**src/inc/iorb_pkg.sv**
```systemverilog
package iorb_pkg;

  // Register offsets: the printed offsets are not multiples of four, so each
  // is an index and the byte address on the bus is four times the index.
  localparam logic [7:0] IORB_IDX_TAPS   = 8'he4;  // Timer tap levels.
  localparam logic [7:0] IORB_IDX_LMASK  = 8'he8;  // Input line mask.
  localparam logic [7:0] IORB_IDX_TMASK  = 8'heb;  // Timer irq mask.
  localparam logic [7:0] IORB_IDX_LFACT  = 8'hed;  // Input irq factor.
  localparam logic [7:0] IORB_IDX_TFACT  = 8'hef;  // Timer irq factor.
  localparam logic [7:0] IORB_IDX_OUTCTL = 8'hf3;  // Output and tone control.
  localparam logic [7:0] IORB_IDX_PORT   = 8'hf6;  // Bidirectional port data.
  localparam logic [7:0] IORB_IDX_HLOAD  = 8'hfa;  // Heavy load control.
  localparam logic [7:0] IORB_IDX_DISP   = 8'hfb;  // Display drive control.
  localparam logic [7:0] IORB_IDX_DIR    = 8'hfc;  // Port direction control.
  localparam logic [7:0] IORB_IDX_TONE   = 8'hfd;  // Tone frequency select.
  localparam logic [7:0] IORB_IDX_LEVELS = 8'he0;  // Input line levels.
  localparam logic [7:0] IORB_IDX_ISTAT  = 8'hc0;  // Event status.
  localparam logic [7:0] IORB_IDX_IMASK  = 8'hc1;  // Event status mask.

  // Field positions.
  localparam int IORB_BIT_T32      = 0;  // Timer factor and mask, 32 Hz.
  localparam int IORB_BIT_T8       = 1;  // Timer factor and mask, 8 Hz.
  localparam int IORB_BIT_T2       = 2;  // Timer factor and mask, 2 Hz.
  localparam int IORB_BIT_FREQ_OUTPUT_ON     = 0;  // Frequency output on.
  localparam int IORB_BIT_BUZZ     = 1;  // Buzzer on.
  localparam int IORB_BIT_OUT1     = 2;  // Output port line one.
  localparam int IORB_BIT_HIGHBIT  = 3;  // Mode bit held in bit 3.
  localparam int IORB_BIT_DIR      = 0;  // Port direction bit.

  // Writable bits of each register; all others read zero.
  localparam logic [3:0] IORB_WM_TMASK  = 4'h7;
  localparam logic [3:0] IORB_WM_HIGH   = 4'h8;
  localparam logic [3:0] IORB_WM_DIR    = 4'h1;
  localparam logic [3:0] IORB_WM_TONE   = 4'hb;
  localparam logic [3:0] IORB_WM_OUTCTL = 4'hf;

  // Reset values.
  localparam logic [3:0] IORB_RST_ZERO  = 4'h0;

  // Wishbone request bundle.
  typedef struct packed {
    logic        cyc;
    logic        stb;
    logic        we;
    logic [3:0]  sel;
    logic [9:0]  adr;
    logic [31:0] dat;
  } iorb_wb_req_t;

endpackage

```
**src/rtl/iorb_bank.sv**
```systemverilog
// Function
// Timer tap register read-only, four tap levels
// Input line masks read/write, reset zero
// Timer masks bits 2..0, bit3 reads zero
// Timer factor read-only, cleared at reset
// Frequency output enable read/write, reset off
// Heavy-load bit three read/write, reset normal
// Display static bit three, reset dynamic
// Port direction bit zero, reset input
// Buzzer tone select bit three, reset 4kHz
// Frequency choice bits one, zero, reset
// Constant zero bits ignore writes, read zero
//
// Added by the designer: the Wishbone interface to the registers.
`timescale 1ns/1ps
module iorb_bank
  import iorb_pkg::*;
(
  input  wire logic        clk_i,          // System clock, 50 MHz.
  input  wire logic        resetn_i,       // Asynchronous reset, active low.
  input  wire logic        wb_cyc_i,       // Wishbone cycle.
  input  wire logic        wb_stb_i,       // Wishbone strobe.
  input  wire logic        wb_we_i,        // Wishbone write enable.
  input  wire logic [3:0]  wb_sel_i,       // Wishbone byte selects.
  input  wire logic [9:0]  wb_adr_i,       // Wishbone byte address.
  input  wire logic [31:0] wb_dat_i,       // Wishbone write data.
  output logic      [31:0] wb_dat_o,       // Wishbone read data.
  output logic             wb_ack_o,       // Wishbone acknowledge.
  input  wire logic [3:0]  input_line_i,   // Input port pins.
  input  wire logic [3:0]  timer_tap_i,    // Timer taps 2,4,8,16 Hz.
  input  wire logic [2:0]  timer_evt_i,    // Timer events 2,8,32 Hz.
  input  wire logic [3:0]  port_pin_i,     // Bidirectional port level.
  output logic      [3:0]  port_pin_o,     // Bidirectional port drive.
  output logic      [3:0]  port_pin_oe_o,  // Port drive enable.
  output logic      [3:0]  line_mask_o,    // Input line irq enables.
  output logic      [2:0]  timer_mask_o,   // Timer irq enables.
  output logic      [3:0]  out_ctl_o,      // Output and tone control.
  output logic             heavy_load_o,   // Heavy-load mode.
  output logic             disp_static_o,  // Static display drive.
  output logic             buzzer_tone_o,  // One selects 2 kHz tone.
  output logic      [1:0]  freq_choice_o,  // Output frequency choice.
  output logic             irq_o           // Unmasked event pending.
);

  // Whole state of the bank in one struct.
  typedef struct packed {
    logic [3:0]  sync1;       // Pin sync stage one, read only by sync2.
    logic [3:0]  sync2;       // Synchronised input lines.
    logic [3:0]  tap1;        // Tap sync stage one.
    logic [3:0]  tap2;        // Synchronised taps.
    logic [3:0]  pin1;        // Port pin sync stage one.
    logic [3:0]  pin2;        // Synchronised port pins.
    logic [3:0]  lines_d;     // Previous line levels for edge detect.
    logic [3:0]  lmask;       // Input line masks.
    logic [2:0]  tmask;       // Timer masks.
    logic [3:0]  lfact;       // Input line factor flags.
    logic [2:0]  tfact;       // Timer factor flags.
    logic [3:0]  outctl;      // Output control.
    logic [3:0]  port;        // Port output data.
    logic        hload;       // Heavy-load mode.
    logic        disp;        // Static drive.
    logic        dir;         // Port direction.
    logic        tone;        // Buzzer tone.
    logic [1:0]  fsel;        // Frequency choice.
    logic [3:0]  istat;       // Sticky event status.
    logic [3:0]  imask;       // Event status mask.
    logic        ack;         // Bus acknowledge.
    logic [31:0] rdat;        // Read data.
    logic        irq;         // Interrupt output.
  } iorb_state_t;

  iorb_state_t st;       // Registered state.
  iorb_state_t next_st;  // Next state.

  // Index decode shared by read and write paths.
  function automatic logic hit(input logic [7:0] idx, input logic [9:0] a);
    hit = (a[9:2] == idx);
  endfunction

  // Masked nibble write; fixed-zero bits never take a value.
  function automatic logic [3:0] wr4(input logic [3:0] old,
                                     input logic [3:0] d,
                                     input logic [3:0] wm);
    wr4 = (old & ~wm) | (d & wm);
  endfunction

  logic       req;      // New bus request this cycle.
  logic       wr;       // Write taking effect.
  logic       rd;       // Read taking effect.
  logic [3:0] wd;       // Write nibble from byte lane zero.
  logic [3:0] rnib;     // Read nibble.
  logic [3:0] line_ev;  // Input rising edges.
  logic [3:0] ev;       // Events into the status register.
  logic [3:0] tm_wr;    // Timer mask nibble after a masked write.

  // Next-state logic for the whole bank.
  always_comb begin
    next_st = st;
    req = wb_cyc_i && wb_stb_i && !st.ack;
    wr = req && wb_we_i && wb_sel_i[0];
    rd = req && !wb_we_i;
    wd = wb_dat_i[3:0];
    // Bit three of the timer mask has no storage; the write mask drops it.
    tm_wr = wr4({1'b0, st.tmask}, wd, IORB_WM_TMASK);
    // Synchronisers; first stages feed only second stages.
    next_st.sync1 = input_line_i;
    next_st.sync2 = st.sync1;
    next_st.tap1 = timer_tap_i;
    next_st.tap2 = st.tap1;
    next_st.pin1 = port_pin_i;
    next_st.pin2 = st.pin1;
    next_st.lines_d = st.sync2;
    line_ev = st.sync2 & ~st.lines_d;
    // Read mux; unmapped addresses read zero and still ack.
    rnib = 4'h0;
    if (hit(IORB_IDX_TAPS, wb_adr_i)) begin
      rnib = st.tap2;
    end else if (hit(IORB_IDX_LEVELS, wb_adr_i)) begin
      rnib = st.sync2;
    end else if (hit(IORB_IDX_LMASK, wb_adr_i)) begin
      rnib = st.lmask;
    end else if (hit(IORB_IDX_TMASK, wb_adr_i)) begin
      rnib = {1'b0, st.tmask};
    end else if (hit(IORB_IDX_LFACT, wb_adr_i)) begin
      rnib = st.lfact;
    end else if (hit(IORB_IDX_TFACT, wb_adr_i)) begin
      rnib = {1'b0, st.tfact};
    end else if (hit(IORB_IDX_OUTCTL, wb_adr_i)) begin
      rnib = st.outctl;
    end else if (hit(IORB_IDX_PORT, wb_adr_i)) begin
      // Output mode reads back the latch, input mode the pins.
      rnib = st.dir ? st.port : st.pin2;
    end else if (hit(IORB_IDX_HLOAD, wb_adr_i)) begin
      rnib = {st.hload, 3'h0};
    end else if (hit(IORB_IDX_DISP, wb_adr_i)) begin
      rnib = {st.disp, 3'h0};
    end else if (hit(IORB_IDX_DIR, wb_adr_i)) begin
      rnib = {3'h0, st.dir};
    end else if (hit(IORB_IDX_TONE, wb_adr_i)) begin
      rnib = {st.tone, 1'b0, st.fsel};
    end else if (hit(IORB_IDX_ISTAT, wb_adr_i)) begin
      rnib = st.istat;
    end else if (hit(IORB_IDX_IMASK, wb_adr_i)) begin
      rnib = st.imask;
    end
    next_st.ack = req;
    next_st.rdat = rd ? {28'h0, rnib} : 32'h0;
    // Factor flags are sticky; reading the factor register clears them,
    // but an event in the same cycle wins over the clear.
    if (rd && hit(IORB_IDX_LFACT, wb_adr_i)) begin
      next_st.lfact = 4'h0;
    end
    if (rd && hit(IORB_IDX_TFACT, wb_adr_i)) begin
      next_st.tfact = 3'h0;
    end
    next_st.lfact = next_st.lfact | (line_ev & st.lmask);
    next_st.tfact = next_st.tfact | (timer_evt_i & st.tmask);
    // Status: bit 0 input lines, bit 1 timer.
    ev = {2'b00, |(timer_evt_i & st.tmask), |(line_ev & st.lmask)};
    if (rd && hit(IORB_IDX_ISTAT, wb_adr_i)) begin
      next_st.istat = 4'h0;
    end
    next_st.istat = next_st.istat | ev;
    // Register writes.
    if (wr) begin
      if (hit(IORB_IDX_LMASK, wb_adr_i)) begin
        next_st.lmask = wd;
      end
      if (hit(IORB_IDX_TMASK, wb_adr_i)) begin
        next_st.tmask = tm_wr[2:0];
      end
      if (hit(IORB_IDX_OUTCTL, wb_adr_i)) begin
        next_st.outctl = wr4(st.outctl, wd, IORB_WM_OUTCTL);
      end
      if (hit(IORB_IDX_PORT, wb_adr_i)) begin
        next_st.port = wd;
      end
      if (hit(IORB_IDX_HLOAD, wb_adr_i)) begin
        next_st.hload = wd[IORB_BIT_HIGHBIT];
      end
      if (hit(IORB_IDX_DISP, wb_adr_i)) begin
        next_st.disp = wd[IORB_BIT_HIGHBIT];
      end
      if (hit(IORB_IDX_DIR, wb_adr_i)) begin
        next_st.dir = wd[IORB_BIT_DIR];
      end
      if (hit(IORB_IDX_TONE, wb_adr_i)) begin
        next_st.tone = wd[IORB_BIT_HIGHBIT];
        next_st.fsel = wd[1:0];
      end
      if (hit(IORB_IDX_IMASK, wb_adr_i)) begin
        next_st.imask = wd;
      end
    end
    next_st.irq = |(next_st.istat & next_st.imask);
  end

  // State register; every field resets to a constant.
  always_ff @(posedge clk_i or negedge resetn_i) begin
    if (!resetn_i) begin
      st <= '0;
    end else begin
      st <= next_st;
    end
  end

  // Outputs straight from flip-flops.
  assign wb_dat_o      = st.rdat;
  assign wb_ack_o      = st.ack;
  assign port_pin_o    = st.port;
  assign port_pin_oe_o = {4{st.dir}};
  assign line_mask_o   = st.lmask;
  assign timer_mask_o  = st.tmask;
  assign out_ctl_o     = st.outctl;
  assign heavy_load_o  = st.hload;
  assign disp_static_o = st.disp;
  assign buzzer_tone_o = st.tone;
  assign freq_choice_o = st.fsel;
  assign irq_o         = st.irq;
endmodule // iorb_bank

```
**config.mk**
```make
export PLATFORM = sky130hd
export DESIGN_NAME = iorb_bank
export DESIGN_NICKNAME = d
export VERILOG_FILES = /design/src/inc/iorb_pkg.sv /design/src/rtl/iorb_bank.sv
export SDC_FILE = /design/constraint.sdc
export NUM_CORES = 1
export LEC_CHECK = 0
export ABC_AREA = 1
export BUFFER_PORTS_ARGS = -buffer_cell sky130_fd_sc_hd__buf_4
export CELL_PAD_IN_SITES_DETAIL_PLACEMENT = 0
export CELL_PAD_IN_SITES_GLOBAL_PLACEMENT = 2
export CORE_MARGIN = 2
export CORE_UTILIZATION = 31
export DETAILED_ROUTE_END_ITERATION = 16
export PLACE_DENSITY_LB_ADDON = 0.1
export SETUP_SLACK_MARGIN = 0.4
export SYNTH_ARGS = -nofsm -noshare
export SYNTH_HDL_FRONTEND = slang
export SYNTH_SLANG_ARGS = --single-unit
```
**constraint.sdc**
```tcl
create_clock -name clk_i -period 4.2 [get_ports clk_i]
set_clock_uncertainty 0.2 [all_clocks]
set_input_delay 0.21 -clock clk_i [delete_from_list [all_inputs] [get_ports clk_i]]
set_output_delay 0.21 -clock clk_i [all_outputs]
set_load 0.03 [all_outputs]
```
==> impl_metrics.py, run 1 <==
metrics = {
    "setup_path": {
        "start_kind": "input port",
        "cp_common_cell": "nand2_1",
        "path_class": "input port to flop",
        "setup.worst_path.end_class": "flop",
        "r2r_slack_ps": 2300,
        "slowest_stage": "dlygate4sd3_1",
        "critPathRequiredTime_ps": 4210,
        "critPathTopFamily": "buffers and inverters",
        "reg2reg_depth": 6,
        "worstPathCellList": "dlygate4sd3_1 > buf_4 > nand2_1 > dlygate4sd3_1 > nor2_2 > nand3_1 > inv_1 > nand2_1 > nand2_1 > o21ai_0",
        "worstPathArrival_ps": 2580,
        "startpoint": "wb_stb_i",
        "r2r-start": "wb_ack_o$_DFF_PN0_",
        "slowest_delay_ps": 550,
        "critPathMaxFanout": 8,
        "cp_num_buf_inv": 4,
        "worstReg2RegEnd": "port_pin_o[2]$_DFFE_PN0P_",
    },
    "floorplan": {
        "ios": 124,
        "design.core.area_um2": 10800,
        "die_area_um2": 11900,
        "fp.dieW_um": 109,
        "die_h_um": 109,
        "initial_core_util": 0.317,
        "floorplan.rows": 38,
    },
    "final_layout": {
        "antennaDiodeCount": 0,
        "final_cells": 590,
        "drive_gt1_frac": 0.240,
        "final_util": 0.385,
        "postLayoutCellArea_um2": 4160,
        "fillers": 1122,
        "nNetsFinal": 511,
        "areaGrowthSynthToFinish_pct": 21.3,
    },
    "pwr": {
        "p_seq_frac": 0.479,
        "p_comb_frac": 0.096,
        "p_int_uw": 1090,
        "clkPwrFrac": 0.425,
        "switching_share": 0.256,
        "net-switching-power_uw": 375,
        "powerDensity_nw_per_um2": 353,
        "vdd_drop_max_uv": 157,
        "leakage_uw": 0.00208,
    },
    "worst_hold_path": {
        "whs_endpoint": "out_ctl_o[2]$_DFFE_PN0P_",
        "hold_depth": 3,
        "worstHoldStart": "wb_dat_i[2]",
        "hp-class": "input port to flop",
    },
    "sta": {
        "period_needed_ps": 2570,
        "finalSetupTns_ps": 0,
        "setup_viol": 0,
        "drv_slew": 0,
        "slew_headroom": 0.406,
        "fin_crit_sh": 0.611,
        "rsz0062_at_grt": "no",
        "hold_viol_final": 0,
        "fmax_ghz": 0.390,
        "tightest_slew_ps": 891,
    },
    "global_route": {
        "grt_max_degree": 71,
        "grt_pass1_wl_mm": 12.9,
        "antenna_found_initial": 0,
        "grt.total_usage": 0.147,
        "grt_overflow": 0,
        "grt_pass1_vias": 2431,
    },
    "placed_design": {
        "dpl_cell_area_um2": 3750,
        "hpwl_mm": 6.00,
        "placed_cells_incl_taps": 556,
        "port_buffers": 62,
        "place.gp.congestion": 0.758,
    },
    "drt": {
        "remaining_drc_errors": 0,
        "ant_nets": 0,
        "num_vias": 2518,
        "drtPass1Iterations": 4,
        "drt_iter0_drc": 133,
        "wl_per_cell_um": 14.0,
        "routed_wl_mm": 8.27,
        "routed_via_density": 4.27,
    },
    "synth": {
        "synth-seq-cells": 70,
        "synth_ff_type": "dfrtp_1",
        "syn_inst": 382,
        "async_reset_ff_frac": 1.00,
        "synth-edff-count": 0,
        "avgSynthCellArea_um2": 8.96,
        "syn_area_um2": 3420,
        "synth-seq-area-share": 0.512,
        "netlist-cell-type-count": 33,
        "yosysWarnings": 0,
    },
    "clock_network": {
        "postCtsResizedCells": 0,
        "cts_tree": "done",
        "insertion_delay_ps": 340,
        "cts_inserted_buffers": 9,
        "hold_buffers": 18,
        "postCtsSetupBuffers": 0,
        "h-tree-depth": 3,
        "cts_max_path_buffers": 2,
        "clkTransAtPathRegs_ps": 70,
        "cts_sinks": 70,
        "cts-root-buf": "clkbuf_8",
    },
    "status": {
        "status": "finished clean",
    },
    "flow_run": {
        "cap_violations": 0,
    },
}
## cells in the mapped netlist, types with 2 or more instances
library cell / n / area, um2
nor3_1: 3 / 15.0
inv_1: 38 / 143
nor2_1: 28 / 105
inv_2: 7 / 26.3
nand2_4: 2 / 22.5
dfrtp_1: 70 / 1750
nor2_4: 4 / 45.0
nand2_2: 8 / 50.1
nor3_4: 3 / 48.8
nand2_1: 75 / 282
o22ai_1: 2 / 12.5
nand4_1: 6 / 37.5
buf_4: 53 / 398
nor2_2: 3 / 18.8
o21ai_0: 30 / 150
nand3_1: 17 / 85.1
a21oi_1: 9 / 45.0
o21ai_1: 9 / 45.0
## metrics by stage
step | power [uW] | worst slack, ps | hold slack, ps
2_1_floorplan | 812 | 2570 | -286
3_3_place_gp | 845 | 2300 | 120
3_5_place_dp | 846 | 2290 | 120
4_1_cts | 1490 | 1620 | 37.2
5_1_grt | 1540 | 1450 | 43.3
6_report | 1470 | 1630 | 36.1
## state kept, by name, summed over array words and instances, names as in the netlist, 2 cells and up
name / count
freq_choice_o: 2
line_mask_o: 4
next_st: 16
out_ctl_o: 4
port_pin_o: 4
st: 27
timer_mask_o: 3
wb_dat_o: 4
## how the worst max path moves through the flow
stage,end,cells after the start
finish,port_pin_o[2]$_DFFE_PN0P_,10
floorplan,irq_o$_DFF_PN0_,7
detailed placement,port_pin_o[2]$_DFFE_PN0P_,6
global route,port_pin_o[2]$_DFFE_PN0P_,9
CTS,port_pin_o[2]$_DFFE_PN0P_,10
global placement,port_pin_o[1]$_DFFE_PN0P_,6
## kinds of logic (layout without fill, tap and decap cells)
group / Yosys count / count (layout) / share of synthesized area
flops: 70 / 70 / 0.512
mux: 1 / 1 / 0.00292
compound gates: 55 / 55 / 0.0851
buf+inv: 100 / 141 / 0.170
other cells: 1 / 28 / 0.00110
simple gates: 155 / 155 / 0.229
## metal layers
layer | track usage | wire, um
met1 | 0.215 | 4080
met2 | 0.213 | 3660
met3 | 0.0341 | 426
met4 | 0.0467 | 96
met5 | 0 | 0
## power groups by stage
stage          logic, uW  registers [uW]  clock network, uW
6_report             141             702                623
5_1_grt              155             704                679
4_1_cts              144             702                647
3_5_place_dp         130             716                  0
3_3_place_gp         130             715                  0
2_1_floorplan       96.6             715                  0
## cell usage in the layout (no fill, tap or decap), types with 2 or more instances in the layout
| cell | count |
|---|---|
| nand2_1 | 75 |
| dfrtp_1 | 70 |
| buf_4 | 62 |
| inv_1 | 38 |
| o21ai_0 | 30 |
| nor2_1 | 28 |
| conb_1 | 28 |
| dlygate4sd3_1 | 18 |
| nand3_1 | 17 |
| clkbuf_8 | 10 |
| o21ai_1 | 9 |
| a21oi_1 | 9 |
| nand2_2 | 8 |
| inv_2 | 7 |
| nand4_1 | 6 |
| nor2_4 | 4 |
| nor2_2 | 3 |
| nor3_4 | 3 |
| nor3_1 | 3 |
| nand2_4 | 2 |
| o22ai_1 | 2 |
| bufinv_16 | 2 |
## layout make-up
cell class | instances | area, um2 | area share
inverters | 45 | 169 | 0.0407
clock buffers | 11 | 141 | 0.0340
repair buffers | 80 | 646 | 0.155
flip-flops and latches | 70 | 1750 | 0.422
clock inverters | 5 | 81.3 | 0.0196
well taps | 140 | 175 | 0.0422
multi-input cells | 239 | 1190 | 0.287
## worst register-to-register path: cells and delay by family (launching register included)
| family | cells | cell delay, ps |
|---|---|---|
| AO/OA/AOI/OAI | 1 | 90 |
| flip-flops | 1 | 390 |
| AND/OR/NAND/NOR | 4 | 740 |
| buffers and inverters | 1 | 350 |
No activity file was read; power rests on OpenSTA's default activity.
==> run 2: changes to the inputs <==
CORE_UTILIZATION = 26   (was 31)
clock period = 2.2 ns   (was 4.2 ns; I/O delays follow)
==> run 2 against run 1 <==
Net effect:
- core utilization down 3.8 points
- hold slack worse by 33 ps
- non-clock buffer count up 6
==> impl_metrics.py, run 2 (synthesis results as in run 1) <==
metrics = {
    "floorplan": {
        "fp.dieW_um": 119,
        "design.core.area_um2": 12700,
        "die_area_um2": 14100,
        "ios": 124,
        "floorplan.rows": 41,
        "initial_core_util": 0.269,
        "die_h_um": 119,
    },
    "flow_run": {
        "cap_violations": 0,
    },
    "clock_network": {
        "cts_tree": "done",
        "cts-root-buf": "clkbuf_16",
        "cts_max_path_buffers": 2,
        "cts_inserted_buffers": 9,
        "h-tree-depth": 3,
        "cts_sinks": 70,
        "insertion_delay_ps": 320,
        "clkTransAtPathRegs_ps": 60,
    },
    "final_layout": {
        "largest_register": "st",
        "nNetsFinal": 517,
        "drive_gt1_frac": 0.259,
        "final_cells": 628,
        "largest_reg_flops": 27,
        "antennaDiodeCount": 0,
        "final_cell_mix": "nand2_1 (75), dfrtp_1 (69), buf_4 (66)",
        "postLayoutCellArea_um2": 4420,
        "areaGrowthSynthToFinish_pct": 28.9,
        "layout_commonest_cell": "nand2_1",
    },
    "pwr": {
        "leakage_uw": 0.00219,
        "switching_share": 0.225,
        "vdd_drop_max_uv": 419,
        "power_uw": 3340,
        "p_comb_frac": 0.085,
        "p_seq_frac": 0.402,
        "powerDensity_nw_per_um2": 757,
        "p_int_uw": 2590,
        "net-switching-power_uw": 752,
        "clkPwrFrac": 0.514,
    },
    "sta": {
        "drv_slew": 0,
        "finalSetupTns_ps": 0,
        "rsz0062_at_grt": "no",
        "fmax_ghz": 0.577,
        "slew_headroom": 0.645,
        "hold_viol_final": 0,
        "setup_viol": 0,
        "period_needed_ps": 1730,
        "fin_crit_sh": 0.787,
        "tightest_slew_ps": 533,
        "setup_ws_ps": 468,
    },
    "global_route": {
        "grt_pass1_wl_mm": 13.8,
        "grt_overflow": 0,
        "grt_max_degree": 40,
        "grt.total_usage": 0.129,
        "antenna_found_initial": 0,
        "grt_pass1_vias": 2434,
    },
    "placed_design": {
        "port_buffers": 62,
        "placed_cells_incl_taps": 590,
        "dpl_cell_area_um2": 3820,
        "place.gp.congestion": 0.763,
        "place_ws_ps": 306,
        "hpwl_mm": 6.42,
    },
    "setup_path": {
        "critPathMaxFanout": 5,
        "worstPathArrival_ps": 1750,
        "setup.worst_path.end_class": "flop",
        "start_kind": "flop",
        "critPathRequiredTime_ps": 2220,
        "path_class": "flop to flop",
    },
    "drt": {
        "routed_wl_mm": 8.64,
        "routed_via_density": 3.96,
        "routed.top_layer": "met4",
        "wl_per_cell_um": 13.8,
        "drt_iter0_drc": 158,
        "met1Wirelength_mm": 4.41,
        "remaining_drc_errors": 0,
        "drtPass1Iterations": 4,
        "num_vias": 2485,
        "wl_met3_um": 336,
        "wl_met2_mm": 3.78,
        "ant_nets": 0,
    },
    "status": {
        "status": "finished clean",
    },
    "worst_hold_path": {
        "hp-class": "input port to flop",
    },
}
-- run 2: cell types whose count changed in the layout (fill, tap and decap cells not counted), moves of 2 or more --
| cell | delta |
|---|---|
| clkbuf_16 | +9 |
| inv_1 | -2 |
| clkbuf_8 | -8 |
| buf_4 | +4 |
-- run 2: what timing repair did --
action | 4_1_cts | 5_1_grt
hold buffers | 19 | 0
endpoints found under the setup margin | 18 | 19
gates cloned | 0 | 0
endpoints found under the hold margin | 60 | 0
gates resized for setup | 3 | 7
buffers inserted | 0 | 3
-- run 2: per-layer routing --
metal	vias to the layer above	track usage
met5	-	0
met4	0	0.0499
met3	6	0.0275
met2	59	0.185
met1	1146	0.188
li1	1274	-
-- run 2: final cells by class --
class | instances | area [um2]
clock buffers | 11 | 253
clock inverters | 5 | 104
well taps | 172 | 215
fillers | 1352 | 8310
inverters | 45 | 171
repair buffers | 86 | 706
flip-flops and latches | 70 | 1750
multi-input cells | 239 | 1210
-- run 2: path summary, 6_finish.rpt --
path | start | to | slack (ps) | depth (start not counted)
max in group asynchronous | resetn_i | st[37]$_DFF_PN0_ | 1120 | 3
min | wb_dat_i[3] | out_ctl_o[3]$_DFFE_PN0P_ | 3 | 3
max reg2reg | port_pin_oe_o[0]$_DFFE_PN0P_ | wb_dat_o[3]$_DFF_PN0_ | 470 | 7
min reg2reg | next_st[92]$_DFF_PN0_ | next_st[72]$_DFF_PN0_ | 150 | 0
max | port_pin_oe_o[0]$_DFFE_PN0P_ | wb_dat_o[3]$_DFF_PN0_ | 470 | 7
min in group asynchronous | resetn_i | next_st[75]$_DFF_PN0_ | 120 | 2
-- run 2: power by group through the flow --
| stage | Clock, uW | Sequential (uW) | Combinational (uW) |
|---|---|---|---|
| after floorplan | 0 | 1370 | 184 |
| after global placement | 0 | 1370 | 256 |
| after detailed placement | 0 | 1370 | 256 |
| after CTS | 1770 | 1340 | 284 |
| after global routing | 1830 | 1350 | 311 |
| final | 1720 | 1340 | 283 |
-- run 2: worst max-delay path, cell delays in order (launching register included) --
cell	delay, ps
dfrtp_2	440
buf_4	150
mux2i_1	150
o21ai_0	150
o21bai_1	270
nand4_1	150
nand2_1	90
inv_1	40
-- run 2: through the flow --
| stage | utilization | hold WS, ps |
|---|---|---|
| final | 0.347 | 2.78 |
| after global routing | 0.347 | 24.6 |
| after CTS | 0.343 | 3.12 |
| after detailed placement | 0.300 | -57.2 |
| after global placement | 0.300 | -65.7 |
| after floorplan | - | -386 |
==> run 3: changes to the inputs <==
ABC_AREA = 0   (was 1)
CORE_UTILIZATION = 30   (was 26)
clock period = 1.7 ns   (was 2.2 ns; I/O delays follow)
==> run 3 against run 2 <==
Net effect:
- the run now ends with hold timing, setup timing left
- core utilization up 10 points
- setup slack worse by 650 ps
- sequential power up 31%
- hold slack worse by 100 ps
- wire length up 10%
- final area up 11%
- synthesized cell count down 21%
==> impl_metrics.py, run 3 <==
metrics = {
    "status": {
        "status": "finished with violations",
        "failed_checks": "hold timing, setup timing",
    },
    "floorplan": {
        "design.core.area_um2": 10900,
        "ios": 124,
        "die_h_um": 110,
        "initial_core_util": 0.309,
        "floorplan.rows": 38,
        "die_area_um2": 12100,
        "fp.dieW_um": 110,
    },
    "sta": {
        "period_needed_ps": 1890,
        "rsz0062_at_grt": "yes",
        "fmax_ghz": 0.530,
        "timing.hold.ws_ps": -100,
        "hold_viol_final": 3,
        "setup_viol": 30,
        "fin_crit_sh": 1.11,
        "drv_slew": 0,
        "setup_ws_ps": -187,
    },
    "clock_network": {
        "cts_sinks": 70,
        "cts_max_path_buffers": 2,
        "insertion_delay_ps": 340,
        "h-tree-depth": 3,
        "cts-root-buf": "clkbuf_16",
        "hold_buffers": 20,
        "clkTransAtPathRegs_ps": 60,
        "cts_inserted_buffers": 9,
        "cts_tree": "done",
    },
    "setup_path": {
        "slowest_delay_ps": 400,
        "critPathRequiredTime_ps": 1710,
        "setup.worst_path.end_class": "flop",
        "start_kind": "flop",
        "critPathMaxFanout": 4,
        "worstPathCellList": "nand3b_1 > nor2_4 > nand3_4 > mux2_4 > a22oi_2 > o211ai_1",
        "path_class": "flop to flop",
        "slowest_stage": "dfrtp_2",
        "worstPathArrival_ps": 1900,
    },
    "synth": {
        "synth-edff-count": 0,
        "synth.most_common_cell": "dfrtp_1",
        "synth_ff_type": "dfrtp_1",
        "yosysWarnings": 0,
        "synth_top_area_share": 0.519,
        "synth-seq-cells": 70,
        "syn_area_um2": 3380,
        "netlist-cell-type-count": 46,
        "avgSynthCellArea_um2": 11.3,
        "async_reset_ff_frac": 1.00,
        "yosysTopAreaCell": "dfrtp_1",
        "synth_commonest_cells": "dfrtp_1 (70), buf_4 (53), nand2_1 (27), mux2_2 (20), nor2_1 (13)",
        "synth-seq-area-share": 0.519,
        "synthTopCellsByArea": "dfrtp_1 (52%), buf_4 (12%), mux2_2 (6.7%)",
        "syn_inst": 300,
    },
    "placed_design": {
        "port_buffers": 62,
        "place.gp.congestion": 0.792,
        "hpwl_mm": 7.09,
        "dpl_cell_area_um2": 4180,
        "placed_cells_incl_taps": 527,
    },
    "final_layout": {
        "drive_gt1_frac": 0.449,
        "areaGrowthSynthToFinish_pct": 44.9,
        "largest_reg_flops": 27,
        "antennaDiodeCount": 0,
        "fillers": 1058,
        "final_cell_mix": "buf_4 (108), dfrtp_1 (66), conb_1 (28)",
        "layout_commonest_cell": "buf_4",
        "largest_register": "st",
        "postLayoutCellArea_um2": 4890,
        "final_cells": 570,
        "nNetsFinal": 491,
    },
    "flow_run": {
        "cap_violations": 0,
    },
    "drt": {
        "routed_wl_mm": 9.50,
        "wl_per_cell_um": 16.7,
        "remaining_drc_errors": 0,
        "ant_nets": 0,
        "drt_iter0_drc": 128,
        "routed_via_density": 4.60,
        "drtPass1Iterations": 4,
        "num_vias": 2620,
    },
    "global_route": {
        "grt_max_degree": 37,
        "grt_pass1_vias": 2615,
        "antenna_found_initial": 0,
        "grt.total_usage": 0.169,
        "grt_overflow": 0,
        "grt_pass1_wl_mm": 14.8,
    },
    "worst_hold_path": {
        "hp-class": "input port to flop",
    },
    "pwr": {
        "vdd_drop_max_uv": 378,
        "powerDensity_nw_per_um2": 839,
        "leakage_uw": 0.00236,
    },
}
==> run 3: changes by cell type in the layout (fill, tap and decap cells not counted), sizes merged, moves of 7 or more <==
cell	previous run	this run
nand2	85	27
nand3	17	10
o21ai	39	8
inv	46	5
nor2	36	14
mux2	0	30
buf	67	127
==> run 3: timing repair <==
| item | in CTS | in global routing |
|---|---|---|
| endpoints found under the setup margin | 53 | 51 |
| gates resized for setup | 31 | 10 |
| hold endpoints to repair | 116 | 2 |
| setup buffers | 6 | 1 |
| pin swaps | 6 | 2 |
| cloned | 0 | 0 |
==> run 3: critical path: cells and delay by family (launching register included) <==
kind	cells	cell delay [ps]
AND/OR/NAND/NOR	3	550
multiplexers	1	340
flip-flops	1	400
AO/OA/AOI/OAI	2	270
==> run 3: layout make-up <==
type	instances	area, um2	area share
clock buffer	10	239	0.0488
clock inverter	6	61.3	0.0125
inverter	5	18.8	0.00384
multi-input combinational	192	1410	0.288
sequential	70	1760	0.359
tap	140	175	0.0358
timing repair buffer	147	1230	0.252
==> run 3: where the power goes <==
group	switching [uW]	internal (uW)	total (uW)
clock network	728	1170	1900
logic	267	186	453
registers	32.9	1720	1760
total	1030	3080	4110
==> run 3: per-stage QoR <==
step | power [uW] | util | setup slack [ps] | TNS (ps)
final | 4110 | 0.447 | -187 | -2280
after detailed placement | 2190 | 0.382 | -287 | -4790
after CTS | 4150 | 0.444 | -219 | -2940
after floorplan | 2020 | - | -254 | -942
after global placement | 2180 | 0.382 | -220 | -3910
after global routing | 4270 | 0.447 | -288 | -5070
==> run 3: worst paths after layout <==
kind / slack (ps) / from / cells after the start / endpoint
max: -190 / wb_ack_o$_DFF_PN0_ / 6 / irq_o$_DFF_PN0_
min: -100 / wb_we_i / 3 / wb_dat_o[2]$_DFF_PN0_
max reg2reg: -190 / wb_ack_o$_DFF_PN0_ / 6 / irq_o$_DFF_PN0_
min reg2reg: 150 / next_st[83]$_DFF_PN0_ / 0 / st[83]$_DFF_PN0_
max in group asynchronous: 790 / resetn_i / 3 / timer_mask_o[1]$_DFFE_PN0P_
min in group asynchronous: 0 / resetn_i / 2 / wb_dat_o[2]$_DFF_PN0_
==> run 3: logic make-up after synthesis <==
| family | synth area share |
|---|---|
| compound gates | 0.100 |
| buf+inv | 0.133 |
| flops | 0.519 |
| mux | 0.109 |
| other cells | 0.00111 |
| simple gates | 0.139 |
==> run 3: routing by layer <==
| layer | vias to the layer above | part of all wire | track usage |
|---|---|---|---|
| met5 | - | 0 | 0 |
| met4 | 0 | 0.014 | 0.0589 |
| met3 | 10 | 0.051 | 0.0317 |
| met2 | 89 | 0.44 | 0.253 |
| met1 | 1269 | 0.49 | 0.245 |
| li1 | 1252 | - | - |
